### config.mk
export PLATFORM = sky130hd
export DESIGN_NAME = scc_synth_channel_config
export DESIGN_NICKNAME = d
export VERILOG_FILES = /design/src/rtl/scc_pkg.sv /design/src/rtl/scc_synth_channel_config.sv
export VERILOG_INCLUDE_DIRS = /design/src /design/src/rtl
export SDC_FILE = /design/constraint.sdc
export NUM_CORES = 1
export LEC_CHECK = 0
export ABC_AREA = 0
export BUFFER_PORTS_ARGS = -buffer_cell sky130_fd_sc_hd__buf_2
export CAP_MARGIN = 25
export CORE_MARGIN = 2
export CORE_UTILIZATION = 35
export CTS_CLUSTER_DIAMETER = 100
export DETAILED_ROUTE_END_ITERATION = 7
export PLACE_DENSITY_LB_ADDON = 0.25
export SYNTH_ARGS = -nofsm -noshare
export SYNTH_HDL_FRONTEND = slang
export SYNTH_SLANG_ARGS = --single-unit
### constraint.sdc
create_clock -name clk_sys -period 8.6 [get_ports clk_sys]
set_input_delay 1.72 -clock clk_sys [delete_from_list [all_inputs] [get_ports clk_sys]]
set_output_delay 1.72 -clock clk_sys [all_outputs]
set_load 0.005 [all_outputs]
### src/rtl/scc_params.svh
`ifndef SCC_PARAMS_SVH
`define SCC_PARAMS_SVH

// register byte offsets
`define SCC_OFS_SPACING      8'h00
`define SCC_OFS_BASE_LOW     8'h04
`define SCC_OFS_BASE_HIGH    8'h08
`define SCC_OFS_CHAN_LOW     8'h0C
`define SCC_OFS_MODE_APPLY   8'h10
`define SCC_OFS_SYNTH_STAT   8'h14
`define SCC_OFS_TRX_CTRL     8'h18

// field positions
`define SCC_MODE_SCHEME_HI   7
`define SCC_MODE_SCHEME_LO   6
`define SCC_MODE_MSB_BIT     0
`define SCC_STAT_LOCK_BIT    1
`define SCC_STAT_BUSY_BIT    0
`define SCC_TRX_STATE_HI     1

// reset values
`define SCC_RST_SPACING      8'h08
`define SCC_RST_BASE_LOW     8'hF8
`define SCC_RST_BASE_HIGH    8'h8C
`define SCC_RST_CHAN_LOW     8'h00
`define SCC_RST_MODE_APPLY   8'h00

// frequency arithmetic, in hertz
`define SCC_STEP_HZ          64'd25000
`define SCC_OFFSET_24G_HZ    64'd1500000000
`define SCC_FINE1_BASE_HZ    64'd377000000
`define SCC_FINE1_REF_HZ     64'd6500000
`define SCC_FINE2_BASE_HZ    64'd754000000
`define SCC_FINE2_REF_HZ     64'd13000000
`define SCC_FINE3_BASE_HZ    64'd2366000000
`define SCC_FINE3_REF_HZ     64'd26000000
`define SCC_FINE_SHIFT       16

// timing
`define SCC_CLK_KHZ          25000
`define SCC_SETTLE_NS        10000
`define SCC_BLANK_NS         200
`define SCC_SETTLE_CYC       ((`SCC_SETTLE_NS * `SCC_CLK_KHZ + 999999) / 1000000)
`define SCC_BLANK_CYC        ((`SCC_BLANK_NS * `SCC_CLK_KHZ + 999999) / 1000000)

`endif

### src/rtl/scc_pkg.sv
package scc_pkg;

    typedef enum logic [1:0] {
        SCC_TRX_IDLE_OFF   = 2'b00,
        SCC_TRX_TX_PREPARE = 2'b01,
        SCC_TRX_TX         = 2'b10,
        SCC_TRX_RX         = 2'b11
    } scc_trx_state_t;

    typedef enum logic [1:0] {
        SCC_LK_OFF      = 2'b00,
        SCC_LK_TUNING   = 2'b01,
        SCC_LK_LOCKED   = 2'b10,
        SCC_LK_UNLOCKED = 2'b11
    } scc_lock_state_t;

    typedef struct packed {
        logic [1:0] scheme;
        logic       chan_msb;
        logic [7:0] chan_low;
        logic [7:0] base_high;
        logic [7:0] base_low;
        logic [7:0] spacing;
    } scc_chan_cfg_t;

    typedef enum logic [2:0] {
        SCC_SEL_SPACING    = 3'h0,
        SCC_SEL_BASE_LOW   = 3'h1,
        SCC_SEL_BASE_HIGH  = 3'h2,
        SCC_SEL_CHAN_LOW   = 3'h3,
        SCC_SEL_MODE_APPLY = 3'h4,
        SCC_SEL_SYNTH_STAT = 3'h5,
        SCC_SEL_TRX_CTRL   = 3'h6,
        SCC_SEL_NONE       = 3'h7
    } scc_reg_sel_t;

endpackage : scc_pkg

### src/rtl/scc_synth_channel_config.sv
`timescale 1ns/1ps
`include "scc_params.svh"

// Functional notes
// - synthesizer enabled only in tx_prepare, transmit or receive states
// - entering tx_prepare from idle_off raises ready_irq after lock and settling
// - commit while in tx_prepare retunes, ready_irq once relocked
// - lock loss raises error_irq; transceiver state untouched
// - lock regained by itself raises ready_irq again
// - idle_off then back to an active state forces a fresh tuning cycle
// - lock_status_bit shows the lock condition in active states, one cycle late, and reads 0 in idle_off
// - channel registers only stage; mode_apply write commits them all at once
// - scheme 0: (base + index * spacing) * 25kHz plus band offset
// - base_frequency_word 16 bits: high register high byte, low register low byte
// - channel_index 9 bits: channel_low bits 7:0, channel_number_msb on top
// - spacing_word is 8-bit unsigned in 25kHz steps
// - band offset zero for sub-GHz, 1.5GHz for the 2.4GHz band
// - scheme 1 sub-GHz: 377MHz plus 6.5MHz * N / 65536, N 24 bits
// - scheme 2 sub-GHz: 754MHz plus 13MHz * N / 65536; ignored on 2.4GHz
// - scheme 3 2.4GHz: 2366MHz plus 26MHz * N / 65536; ignored on sub-GHz
// - reset: base high 0x8C, base low 0xF8, spacing 200kHz, index zero
// - mode_apply: scheme in bits 7:6, msb in bit 0, rest read zero
// - lock_status_bit is bit 1 of status register, 1 when locked
module scc_synth_channel_config
    import scc_pkg::*;
#(
    parameter int ADDR_W     = 8,
    parameter bit BAND_24G   = 1'b0,
    parameter int SETTLE_CYC = `SCC_SETTLE_CYC,
    parameter int BLANK_CYC  = `SCC_BLANK_CYC,
    parameter int CNT_W      = 16
) (
    input  wire logic              clk_sys,
    input  wire logic              reset,
    input  wire logic [ADDR_W-1:0] s_axi_awaddr,
    input  wire logic [2:0]        s_axi_awprot,
    input  wire logic              s_axi_awvalid,
    output logic                   s_axi_awready,
    input  wire logic [31:0]       s_axi_wdata,
    input  wire logic [3:0]        s_axi_wstrb,
    input  wire logic              s_axi_wvalid,
    output logic                   s_axi_wready,
    output logic [1:0]             s_axi_bresp,
    output logic                   s_axi_bvalid,
    input  wire logic              s_axi_bready,
    input  wire logic [ADDR_W-1:0] s_axi_araddr,
    input  wire logic [2:0]        s_axi_arprot,
    input  wire logic              s_axi_arvalid,
    output logic                   s_axi_arready,
    output logic [31:0]            s_axi_rdata,
    output logic [1:0]             s_axi_rresp,
    output logic                   s_axi_rvalid,
    input  wire logic              s_axi_rready,
    input  wire logic              pll_lock_in,
    output logic                   synth_enable,
    output logic                   synth_retune,
    output logic [31:0]            synth_freq_hz,
    output logic [1:0]             trx_state,
    output logic                   ready_irq,
    output logic                   error_irq
);

    localparam logic [1:0] RESP_OKAY   = 2'b00;
    localparam logic [1:0] RESP_SLVERR = 2'b10;

    if (SETTLE_CYC < 1 || BLANK_CYC < 1 || ADDR_W < 5 || ADDR_W > 32 || CNT_W > 30
        || SETTLE_CYC >= (1 << CNT_W) || BLANK_CYC >= (1 << CNT_W)) begin : g_bad_param
        $error("scc_synth_channel_config: bad parameter value");
    end

    function automatic scc_reg_sel_t reg_decode(input logic [ADDR_W-1:0] addr);
        logic [7:0] a8;
        a8 = 8'(addr);
        if (addr[ADDR_W-1:0] != ADDR_W'(a8)) begin
            return SCC_SEL_NONE;
        end
        case (a8)
            `SCC_OFS_SPACING:    return SCC_SEL_SPACING;
            `SCC_OFS_BASE_LOW:   return SCC_SEL_BASE_LOW;
            `SCC_OFS_BASE_HIGH:  return SCC_SEL_BASE_HIGH;
            `SCC_OFS_CHAN_LOW:   return SCC_SEL_CHAN_LOW;
            `SCC_OFS_MODE_APPLY: return SCC_SEL_MODE_APPLY;
            `SCC_OFS_SYNTH_STAT: return SCC_SEL_SYNTH_STAT;
            `SCC_OFS_TRX_CTRL:   return SCC_SEL_TRX_CTRL;
            default:             return SCC_SEL_NONE;
        endcase
    endfunction : reg_decode

    // fine schemes are bounded to the band they belong to; a mismatched
    // scheme falls back to the 25kHz grid, no range check is done
    function automatic logic [31:0] chan_freq(input scc_chan_cfg_t cfg);
        logic [63:0] base_word;
        logic [63:0] index;
        logic [63:0] fine_n;
        logic [63:0] hz;
        base_word = {48'h0, cfg.base_high, cfg.base_low};
        index     = {55'h0, cfg.chan_msb, cfg.chan_low};
        fine_n    = {40'h0, cfg.base_high, cfg.base_low, cfg.chan_low};
        hz = (base_word + index * {56'h0, cfg.spacing}) * `SCC_STEP_HZ;
        if (BAND_24G) begin
            hz = hz + `SCC_OFFSET_24G_HZ;
        end
        case (cfg.scheme)
            2'h1: if (!BAND_24G) begin
                hz = `SCC_FINE1_BASE_HZ
                   + ((`SCC_FINE1_REF_HZ * fine_n) >> `SCC_FINE_SHIFT);
            end
            2'h2: if (!BAND_24G) begin
                hz = `SCC_FINE2_BASE_HZ
                   + ((`SCC_FINE2_REF_HZ * fine_n) >> `SCC_FINE_SHIFT);
            end
            2'h3: if (BAND_24G) begin
                hz = `SCC_FINE3_BASE_HZ
                   + ((`SCC_FINE3_REF_HZ * fine_n) >> `SCC_FINE_SHIFT);
            end
            default: hz = hz;
        endcase
        return hz[31:0];
    endfunction : chan_freq

    logic [ADDR_W-1:0] aw_addr_ff;
    logic              aw_held_ff;
    logic [31:0]       w_data_ff;
    logic              w_strb0_ff;
    logic              w_held_ff;
    logic              wr_fire;
    scc_reg_sel_t      wr_sel;

    assign wr_fire = aw_held_ff && w_held_ff && !s_axi_bvalid;
    assign wr_sel  = reg_decode(aw_addr_ff);

    always_ff @(posedge clk_sys) begin
        if (reset) begin
            aw_held_ff    <= 1'b0;
            aw_addr_ff    <= '0;
            s_axi_awready <= 1'b0;
        end else if (s_axi_awvalid && s_axi_awready) begin
            aw_held_ff    <= 1'b1;
            aw_addr_ff    <= s_axi_awaddr;
            s_axi_awready <= 1'b0;
        end else if (wr_fire) begin
            aw_held_ff    <= 1'b0;
        end else begin
            s_axi_awready <= !aw_held_ff && !s_axi_bvalid;
        end
    end

    always_ff @(posedge clk_sys) begin
        if (reset) begin
            w_held_ff    <= 1'b0;
            w_data_ff    <= '0;
            w_strb0_ff   <= 1'b0;
            s_axi_wready <= 1'b0;
        end else if (s_axi_wvalid && s_axi_wready) begin
            w_held_ff    <= 1'b1;
            w_data_ff    <= s_axi_wdata;
            w_strb0_ff   <= s_axi_wstrb[0];
            s_axi_wready <= 1'b0;
        end else if (wr_fire) begin
            w_held_ff    <= 1'b0;
        end else begin
            s_axi_wready <= !w_held_ff && !s_axi_bvalid;
        end
    end

    always_ff @(posedge clk_sys) begin
        if (reset) begin
            s_axi_bvalid <= 1'b0;
            s_axi_bresp  <= RESP_OKAY;
        end else if (wr_fire) begin
            s_axi_bvalid <= 1'b1;
            s_axi_bresp  <= (wr_sel == SCC_SEL_NONE) ? RESP_SLVERR : RESP_OKAY;
        end else if (s_axi_bready) begin
            s_axi_bvalid <= 1'b0;
        end
    end

    scc_chan_cfg_t  stage_ff;
    scc_chan_cfg_t  active_ff;
    scc_chan_cfg_t  nxt_active;
    logic           commit;
    logic           wr_byte;

    // strobe lane 0 holds every byte-wide field
    assign wr_byte = wr_fire && w_strb0_ff;
    assign commit  = wr_byte && (wr_sel == SCC_SEL_MODE_APPLY);

    always_comb begin
        nxt_active          = stage_ff;
        nxt_active.scheme   = w_data_ff[`SCC_MODE_SCHEME_HI:`SCC_MODE_SCHEME_LO];
        nxt_active.chan_msb = w_data_ff[`SCC_MODE_MSB_BIT];
    end

    always_ff @(posedge clk_sys) begin
        if (reset) begin
            stage_ff.spacing   <= `SCC_RST_SPACING;
            stage_ff.base_low  <= `SCC_RST_BASE_LOW;
            stage_ff.base_high <= `SCC_RST_BASE_HIGH;
            stage_ff.chan_low  <= `SCC_RST_CHAN_LOW;
            stage_ff.scheme    <= 2'(`SCC_RST_MODE_APPLY >> `SCC_MODE_SCHEME_LO);
            stage_ff.chan_msb  <= 1'b0;
        end else if (wr_byte) begin
            case (wr_sel)
                SCC_SEL_SPACING:    stage_ff.spacing   <= w_data_ff[7:0];
                SCC_SEL_BASE_LOW:   stage_ff.base_low  <= w_data_ff[7:0];
                SCC_SEL_BASE_HIGH:  stage_ff.base_high <= w_data_ff[7:0];
                SCC_SEL_CHAN_LOW:   stage_ff.chan_low  <= w_data_ff[7:0];
                SCC_SEL_MODE_APPLY: begin
                    stage_ff.scheme   <= nxt_active.scheme;
                    stage_ff.chan_msb <= nxt_active.chan_msb;
                end
                default: stage_ff.spacing <= stage_ff.spacing;
            endcase
        end
    end

    // active copy changes only on the commit write
    always_ff @(posedge clk_sys) begin
        if (reset) begin
            active_ff.spacing   <= `SCC_RST_SPACING;
            active_ff.base_low  <= `SCC_RST_BASE_LOW;
            active_ff.base_high <= `SCC_RST_BASE_HIGH;
            active_ff.chan_low  <= `SCC_RST_CHAN_LOW;
            active_ff.scheme    <= 2'(`SCC_RST_MODE_APPLY >> `SCC_MODE_SCHEME_LO);
            active_ff.chan_msb  <= 1'b0;
        end else if (commit) begin
            active_ff <= nxt_active;
        end
    end

    always_ff @(posedge clk_sys) begin
        if (reset) begin
            synth_freq_hz <= chan_freq({2'h0, 1'b0, `SCC_RST_CHAN_LOW,
                                        `SCC_RST_BASE_HIGH, `SCC_RST_BASE_LOW,
                                        `SCC_RST_SPACING});
        end else begin
            synth_freq_hz <= chan_freq(active_ff);
        end
    end

    scc_trx_state_t trx_ff;

    always_ff @(posedge clk_sys) begin
        if (reset) begin
            trx_ff <= SCC_TRX_IDLE_OFF;
        end else if (wr_byte && wr_sel == SCC_SEL_TRX_CTRL) begin
            trx_ff <= scc_trx_state_t'(w_data_ff[`SCC_TRX_STATE_HI:0]);
        end
    end

    assign trx_state = trx_ff;

    scc_lock_state_t lk_ff;
    logic [CNT_W-1:0] cnt_ff;
    logic             active_trx;
    logic             lock_ff;
    logic             retune_req;
    logic             blank_done_ff;

    assign active_trx = (trx_ff != SCC_TRX_IDLE_OFF);
    // a commit arriving two cycles before the frequency word updates is
    // caught here so the tuning starts from the new word
    assign retune_req = commit;

    always_ff @(posedge clk_sys) begin
        if (reset) begin
            lk_ff         <= SCC_LK_OFF;
            cnt_ff        <= '0;
            blank_done_ff <= 1'b0;
        end else if (!active_trx) begin
            lk_ff         <= SCC_LK_OFF;
            cnt_ff        <= '0;
            blank_done_ff <= 1'b0;
        end else if (retune_req) begin
            lk_ff         <= SCC_LK_TUNING;
            cnt_ff        <= '0;
            blank_done_ff <= 1'b0;
        end else begin
            case (lk_ff)
                SCC_LK_OFF: begin
                    lk_ff         <= SCC_LK_TUNING;
                    cnt_ff        <= '0;
                    blank_done_ff <= 1'b0;
                end
                SCC_LK_TUNING: begin
                    // old lock may linger right after a retune
                    if (!blank_done_ff) begin
                        if (cnt_ff == CNT_W'(BLANK_CYC - 1)) begin
                            blank_done_ff <= 1'b1;
                            cnt_ff        <= '0;
                        end else begin
                            cnt_ff <= cnt_ff + 1'b1;
                        end
                    end else if (!pll_lock_in) begin
                        cnt_ff <= '0;
                    end else if (cnt_ff == CNT_W'(SETTLE_CYC - 1)) begin
                        lk_ff  <= SCC_LK_LOCKED;
                        cnt_ff <= '0;
                    end else begin
                        cnt_ff <= cnt_ff + 1'b1;
                    end
                end
                SCC_LK_LOCKED: begin
                    if (!pll_lock_in) begin
                        lk_ff <= SCC_LK_UNLOCKED;
                    end
                end
                SCC_LK_UNLOCKED: begin
                    if (pll_lock_in) begin
                        lk_ff <= SCC_LK_LOCKED;
                    end
                end
                default: lk_ff <= SCC_LK_OFF;
            endcase
        end
    end

    // event pulses, one cycle each
    always_ff @(posedge clk_sys) begin
        if (reset) begin
            ready_irq <= 1'b0;
            error_irq <= 1'b0;
        end else begin
            ready_irq <= active_trx && !retune_req &&
                         ((lk_ff == SCC_LK_TUNING && blank_done_ff && pll_lock_in
                           && cnt_ff == CNT_W'(SETTLE_CYC - 1)) ||
                          (lk_ff == SCC_LK_UNLOCKED && pll_lock_in));
            error_irq <= active_trx && !retune_req
                         && lk_ff == SCC_LK_LOCKED && !pll_lock_in;
        end
    end

    always_ff @(posedge clk_sys) begin
        if (reset) begin
            synth_enable <= 1'b0;
            synth_retune <= 1'b0;
            lock_ff      <= 1'b0;
        end else begin
            synth_enable <= active_trx;
            synth_retune <= active_trx && (retune_req || lk_ff == SCC_LK_OFF);
            lock_ff      <= active_trx && pll_lock_in;
        end
    end

    logic [31:0]  rd_word;
    scc_reg_sel_t rd_sel;

    assign rd_sel = reg_decode(s_axi_araddr);

    always_comb begin
        rd_word = 32'h0000_0000;
        case (rd_sel)
            SCC_SEL_SPACING:    rd_word[7:0] = stage_ff.spacing;
            SCC_SEL_BASE_LOW:   rd_word[7:0] = stage_ff.base_low;
            SCC_SEL_BASE_HIGH:  rd_word[7:0] = stage_ff.base_high;
            SCC_SEL_CHAN_LOW:   rd_word[7:0] = stage_ff.chan_low;
            SCC_SEL_MODE_APPLY: begin
                rd_word[`SCC_MODE_SCHEME_HI:`SCC_MODE_SCHEME_LO] = stage_ff.scheme;
                rd_word[`SCC_MODE_MSB_BIT] = stage_ff.chan_msb;
            end
            SCC_SEL_SYNTH_STAT: begin
                rd_word[`SCC_STAT_LOCK_BIT] = lock_ff;
                rd_word[`SCC_STAT_BUSY_BIT] = (lk_ff == SCC_LK_TUNING);
            end
            SCC_SEL_TRX_CTRL:   rd_word[`SCC_TRX_STATE_HI:0] = trx_ff;
            default:            rd_word = 32'h0000_0000;
        endcase
    end

    always_ff @(posedge clk_sys) begin
        if (reset) begin
            s_axi_arready <= 1'b0;
            s_axi_rvalid  <= 1'b0;
            s_axi_rdata   <= 32'h0000_0000;
            s_axi_rresp   <= RESP_OKAY;
        end else if (s_axi_arvalid && s_axi_arready) begin
            s_axi_arready <= 1'b0;
            s_axi_rvalid  <= 1'b1;
            s_axi_rdata   <= rd_word;
            s_axi_rresp   <= (rd_sel == SCC_SEL_NONE) ? RESP_SLVERR : RESP_OKAY;
        end else if (s_axi_rvalid) begin
            if (s_axi_rready) begin
                s_axi_rvalid <= 1'b0;
            end
        end else begin
            s_axi_arready <= 1'b1;
        end
    end

endmodule : scc_synth_channel_config
Yosys cells after proc, flatten, opt, wreduce, memory -nomap -nowiden
Cells that the tools add are included.

Register bits: 164. Bits of input ports: 66. Output and inout port bits: 79. Word-level logic and storage cells: 168.

$add $sub $neg: 4. Multiply operators: 4. Eq/ne operators: 42. Mux-type cells: 32. Bitwise operators: 1. Reductions and logical operators: 49.

Operator list (number): $mul A18 B24 Y42 const A (2); $mux W16 (4); $pmux W32 S2 (1); $eq A8 B5 Y1 const B (6); $pmux W3 S7 (2); $add A29 B31 Y32 const A (1); $add A30 B32 Y32 const A (1); $eq A8 B4 Y1 const B (4); $pmux W16 S2 (1); $mul A18 B12 Y29 const B (1); $eq A3 B3 Y1 const B (7); $logic_and A1 B1 Y1 (20); $add A16 B17 Y18 (1); $mul A9 B8 Y17 (1); $add A16 B1 Y16 const B (1); $eq A16 B3 Y1 const B (1); $eq A16 B8 Y1 const B (1); $eq A8 B3 Y1 const B (2); $logic_not A8 Y1 (2); $pmux W4 S4 (1); $mux W2 (7); $eq A3 B2 Y1 const B (4); $ne A3 B3 Y1 const B (4); $mux W1 (11); 21 further kinds (46).

Logic depth before layout (Yosys ltp)
Word-level depth: 8. Depth in mapped cells: 42. Mapped depth without buffers: 41.

Least setup slack after synthesis
No wires, ideal clock.

Kind: register to register. From: register active_ff[29] (netlist name). To: register synth_freq_hz[31]. Library setup time: 0.086 ns. Data arrival time: 8.859 ns. Required time: 8.514 ns. Setup slack: -0.345 ns. Stages on the path, launching flop included: 41. Buffers on the path: 1. Period minus slack after synthesis: 8.945 ns. Cell sequence: dfxtp_1 > clkbuf_1 > nand2_1 > fa_1 > inv_1 > fa_1 > inv_1 > fa_1 > fa_1 > inv_1 > ha_1 > a21oi_1 > o21bai_1 > a21oi_1 > o21bai_1 > a21oi_1 > o21bai_1 > a21oi_1 > [5 not listed] > ha_1 > inv_1 > fa_1 > inv_1 > fa_1 > inv_1 > fa_1 > inv_1 > ha_1 > or3_1 > a311o_1 > nand2_1 > o21ai_0 > a221o_1 > nand4_1 > nand2_1 > xnor2_1 > a221oi_2.

Cells in the longest elaborated chain, start to end: 4. Elaborated cells between the ends (all ways): 8. Those cells by class: add/sub (3); mul (4); mux (1).

Ends and longest elaborated chain: start: declaration (line scc_synth_channel_config.sv:179) `scc_chan_cfg_t active_ff;`; start signal: assignment (line scc_synth_channel_config.sv:227) `active_ff <= nxt_active;`; $mul A9 B8 Y17 (line scc_synth_channel_config.sv:99) `` hz = (base_word + index * {56'h0, cfg.spacing}) * `SCC_STEP_HZ; ``; $add A16 B17 Y18 (line scc_synth_channel_config.sv:99); $mul A18 B12 Y29 (no source line); $pmux W32 S2 (*) (line scc_synth_channel_config.sv:103) `case (cfg.scheme)`; end signal: assignment (line scc_synth_channel_config.sv:233) `` synth_freq_hz <= chan_freq({2'h0, 1'b0, `SCC_RST_CHAN_LOW, ``; end signal: assignment (line scc_synth_channel_config.sv:237) `synth_freq_hz <= chan_freq(active_ff);`; end: declaration (line scc_synth_channel_config.sv:57) `output logic [31:0] synth_freq_hz,`.

Mark *: on every way between the ends. The rest lies on a longest branch, timed or not. A chain may end at the register's enable or synchronous reset.

Worst setup path in the final report
From: register active_ff[12] (netlist name). To: register synth_freq_hz[31].

Cells in the longest elaborated chain, start to end: 3. Elaborated cells between the ends (all ways): 7. Those cells by class: add/sub (3); mul (3); mux (1).

Ends and longest elaborated chain (line): $mul A18 B24 Y42 (no source line) or $add A16 B17 Y18 (tied branches); $add A30 B32 Y32 (no source line) (tied with other cells); $pmux W32 S2 (*) (scc_synth_channel_config.sv:103).

Marks and branches as above.

==> impl_metrics.tcl <==
set metrics [dict create \
    reg2reg_slack_ns 0.03 \
    cp-end-kind "flop" \
    wl_per_cell_um 16.6 \
    cts_tree "built" \
    ant_nets 0 \
    synthFlopType "dfxtp_1" \
    ctsHoldBuffers 0 \
    period_needed_ns 8.57 \
    drt-total-wl_um 55800 \
    numClockSinks 159 \
    status "finished, final reports clean" \
    hp-class "flop to flop" \
    syn-cell-area_um2 21300 \
    layout-drive-gt1-share_pct 15.6 \
    antenna_found_initial 0 \
    slew_violations 0 \
    clkPwrFrac_pct 49.5 \
    gp_congestion 0.892 \
    swShare_pct 27.8 \
    drtPass1Iterations 5 \
    dp_hpwl_um 48100 \
    max-clock-path-buffers 2 \
    p_switching_mw 0.449 \
    via_per_inst 4.92 \
    io_buffers 85 \
    seq_power_share_pct 46.4 \
    path_class "flop to flop" \
    fin_util_pct 40.9 \
    die_y_um 251 \
    avgSynthCellArea_um2 8.92 \
    maxSlewHeadroom_pct 39.7 \
    tightestPinTransition_ns 0.905 \
    layout.cells.non_filler 3369 \
    grt_first_pass_wirelength_um 89700 \
    max_cap_viol_count 0 \
    grt_max_degree 77 \
    startpoint_type "flop" \
    internal_power_mw 1.17 \
    final_cell_mix "inv_1 (496), ha_1 (300), fa_1 (263)" \
    synth_fa_ha_area_share_pct 43.8 \
    grt_pass1_vias 17288 \
    drt_iter0_drc 784 \
    path_clk_slew_ns 0.08 \
    fill_cells 5961 \
    cts_inserted_buffers 17 \
    critical-path-max-stage-delay_ns 0.56 \
    crit_required_ns 8.96 \
    cp_max_fo 3 \
    place_inst 3322 \
    fmax_ghz 0.117 \
    ios 145 \
    cp_slowest_cell "fa_1" \
    setup_violations 0 \
    num_vias 16585 \
    final_area_um2 24600 \
    synthCells 2384 \
    rsz0062_at_grt "yes" \
    core_area_um2 60200 \
    yosys_register_bits 159 \
    worstPathArrival_ns 8.93 \
    path_common_cell "fa_1" \
    ys_types 92 \
    grt_overflow 0 \
    synth_seq_area_share_pct 15.0 \
    synth_edf_count 0 \
    clock_latency_ns 0.46 \
    synth_compound_area_share_pct 11.8 \
    hold-worst-slack_ns 0.461 \
    skew_ns 0.0244 \
    dieArea_um2 62800 \
    synthMuxAreaShare_pct 2.56 \
    area_growth_pct 15.8 \
    yosys.area_share.xor_xnor_pct 3.86 \
    synth-async-reset-ratio_pct 0 \
    mostFrequentLayoutCell "inv_1" \
    placed_area_um2 23400 \
    drc 0 \
    n_antenna_cell 0 \
    dp_slack_ns -0.420 \
    synth-simple-area-share_pct 11.9 \
    row_count 90 \
    p_leak_nw 12.1 \
    root_buffer "clkbuf_16" \
    hold_violations 0 \
    fin_nets 3225 \
    yosys_warnings 0 \
    p_per_area_nw_per_um2 65.6 \
    htreeDepth 4 \
    grt_usage_pct 18.0 \
    tns_ns 0 \
    power_mw 1.62 \
    worst_slack_ns 0.0310 \
    layout_worst_path_cycle_share_pct 99.6 \
    synth_top_family_by_area "adder cells" \
    start_util_pct 35.3 \
    peakVddDrop_uv 115 \
    die_x_um 251 \
    combPwrFrac_pct 4.2 \
]
cell type report:
type | instances | area, um2 | area share [%]
clock buffer | 17 | 425 | 1.73
tap | 782 | 978 | 3.97
timing repair buffer | 236 | 1610 | 6.54
clock inverter | 15 | 211 | 0.859
sequential | 159 | 3230 | 13.1
multi-input combinational | 1649 | 16300 | 66.0
inverter | 511 | 1920 | 7.80
sequential cells by signal, indices dropped and copies added, names as in the netlist, 3 cells and up:
register	cells
active_ff	32
nxt_active	32
synth_freq_hz	32
cnt_ff	16
aw_addr_ff	8
s_axi_rdata	8
w_data_ff	8
stage_ff	3
power groups by stage:
stage	combinational, mW	clock [mW]	sequential [mW]
after floorplan	0.0522	0	0.765
after global placement	0.0660	0	0.769
after detailed placement	0.0669	0	0.769
after CTS	0.0674	0.814	0.750
after global routing	0.0750	0.840	0.750
final	0.0674	0.799	0.749
layer usage:
metal,up-vias,routed length [um],track usage [%]
met5,-,0,0
met4,0,1070,4.65
met3,63,2200,2.16
met2,287,27700,31.2
met1,8202,24900,23.7
li1,8033,-,-
timing repair:
item | 4_1_cts | 5_1_grt
cloned | 0 | 0
pin swaps | 46 | 48
resized for setup | 62 | 44
setup buffers | 5 | 8
setup endpoints to repair | 7 | 9
critical path: cells and delay by family (launching register included):
family                   cells  cell delay (ns)
multiplexers                 1             0.15
adder cells (fa/ha/maj)     11             4.32
flip-flops                   1             0.35
AO/OA/AOI/OAI               15             2.61
buffers and inverters        7             0.49
XOR/XNOR                     1             0.17
AND/OR/NAND/NOR              4             0.34
cells in the mapped netlist, drive strengths merged, types with 14 or more instances:
master  number  area, um2
nand2      229        860
clkbuf      53        199
nand3       33        170
a21oi      125        644
a21o        21        158
fa         267       5350
nand2b      14       87.6
a211oi      15        118
o21bai      14        109
and3        19        119
nor2b       15       93.8
ha         318       3980
o211ai      20        150
xor2        39        349
and2        59        369
xnor2       54        473
a221oi      17        155
o21ai       79        410
nor3        26        135
dfxtp      159       3180
buf         37        250
inv        511       1920
mux2i       42        420
nor2        88        330
final timing paths:
path | end | from | depth (start not counted)
hold reg to reg | s_axi_rdata[0] | s_axi_rdata[0] | 2
setup / recovery | synth_freq_hz[31] | active_ff[12] | 39
setup reg to reg | synth_freq_hz[31] | active_ff[12] | 39
hold / removal | s_axi_rdata[0] | s_axi_rdata[0] | 2
kinds of logic after synthesis:
group	Yosys count
buffers and inverters	601
DFF	159
other	1
muxes	48
and+or+nand+nor	526
xor gates and xnor gates	93
adders and majority gates	585
AOI/OAI and AO/OA	371
No activity file was read; power rests on OpenSTA's default activity.
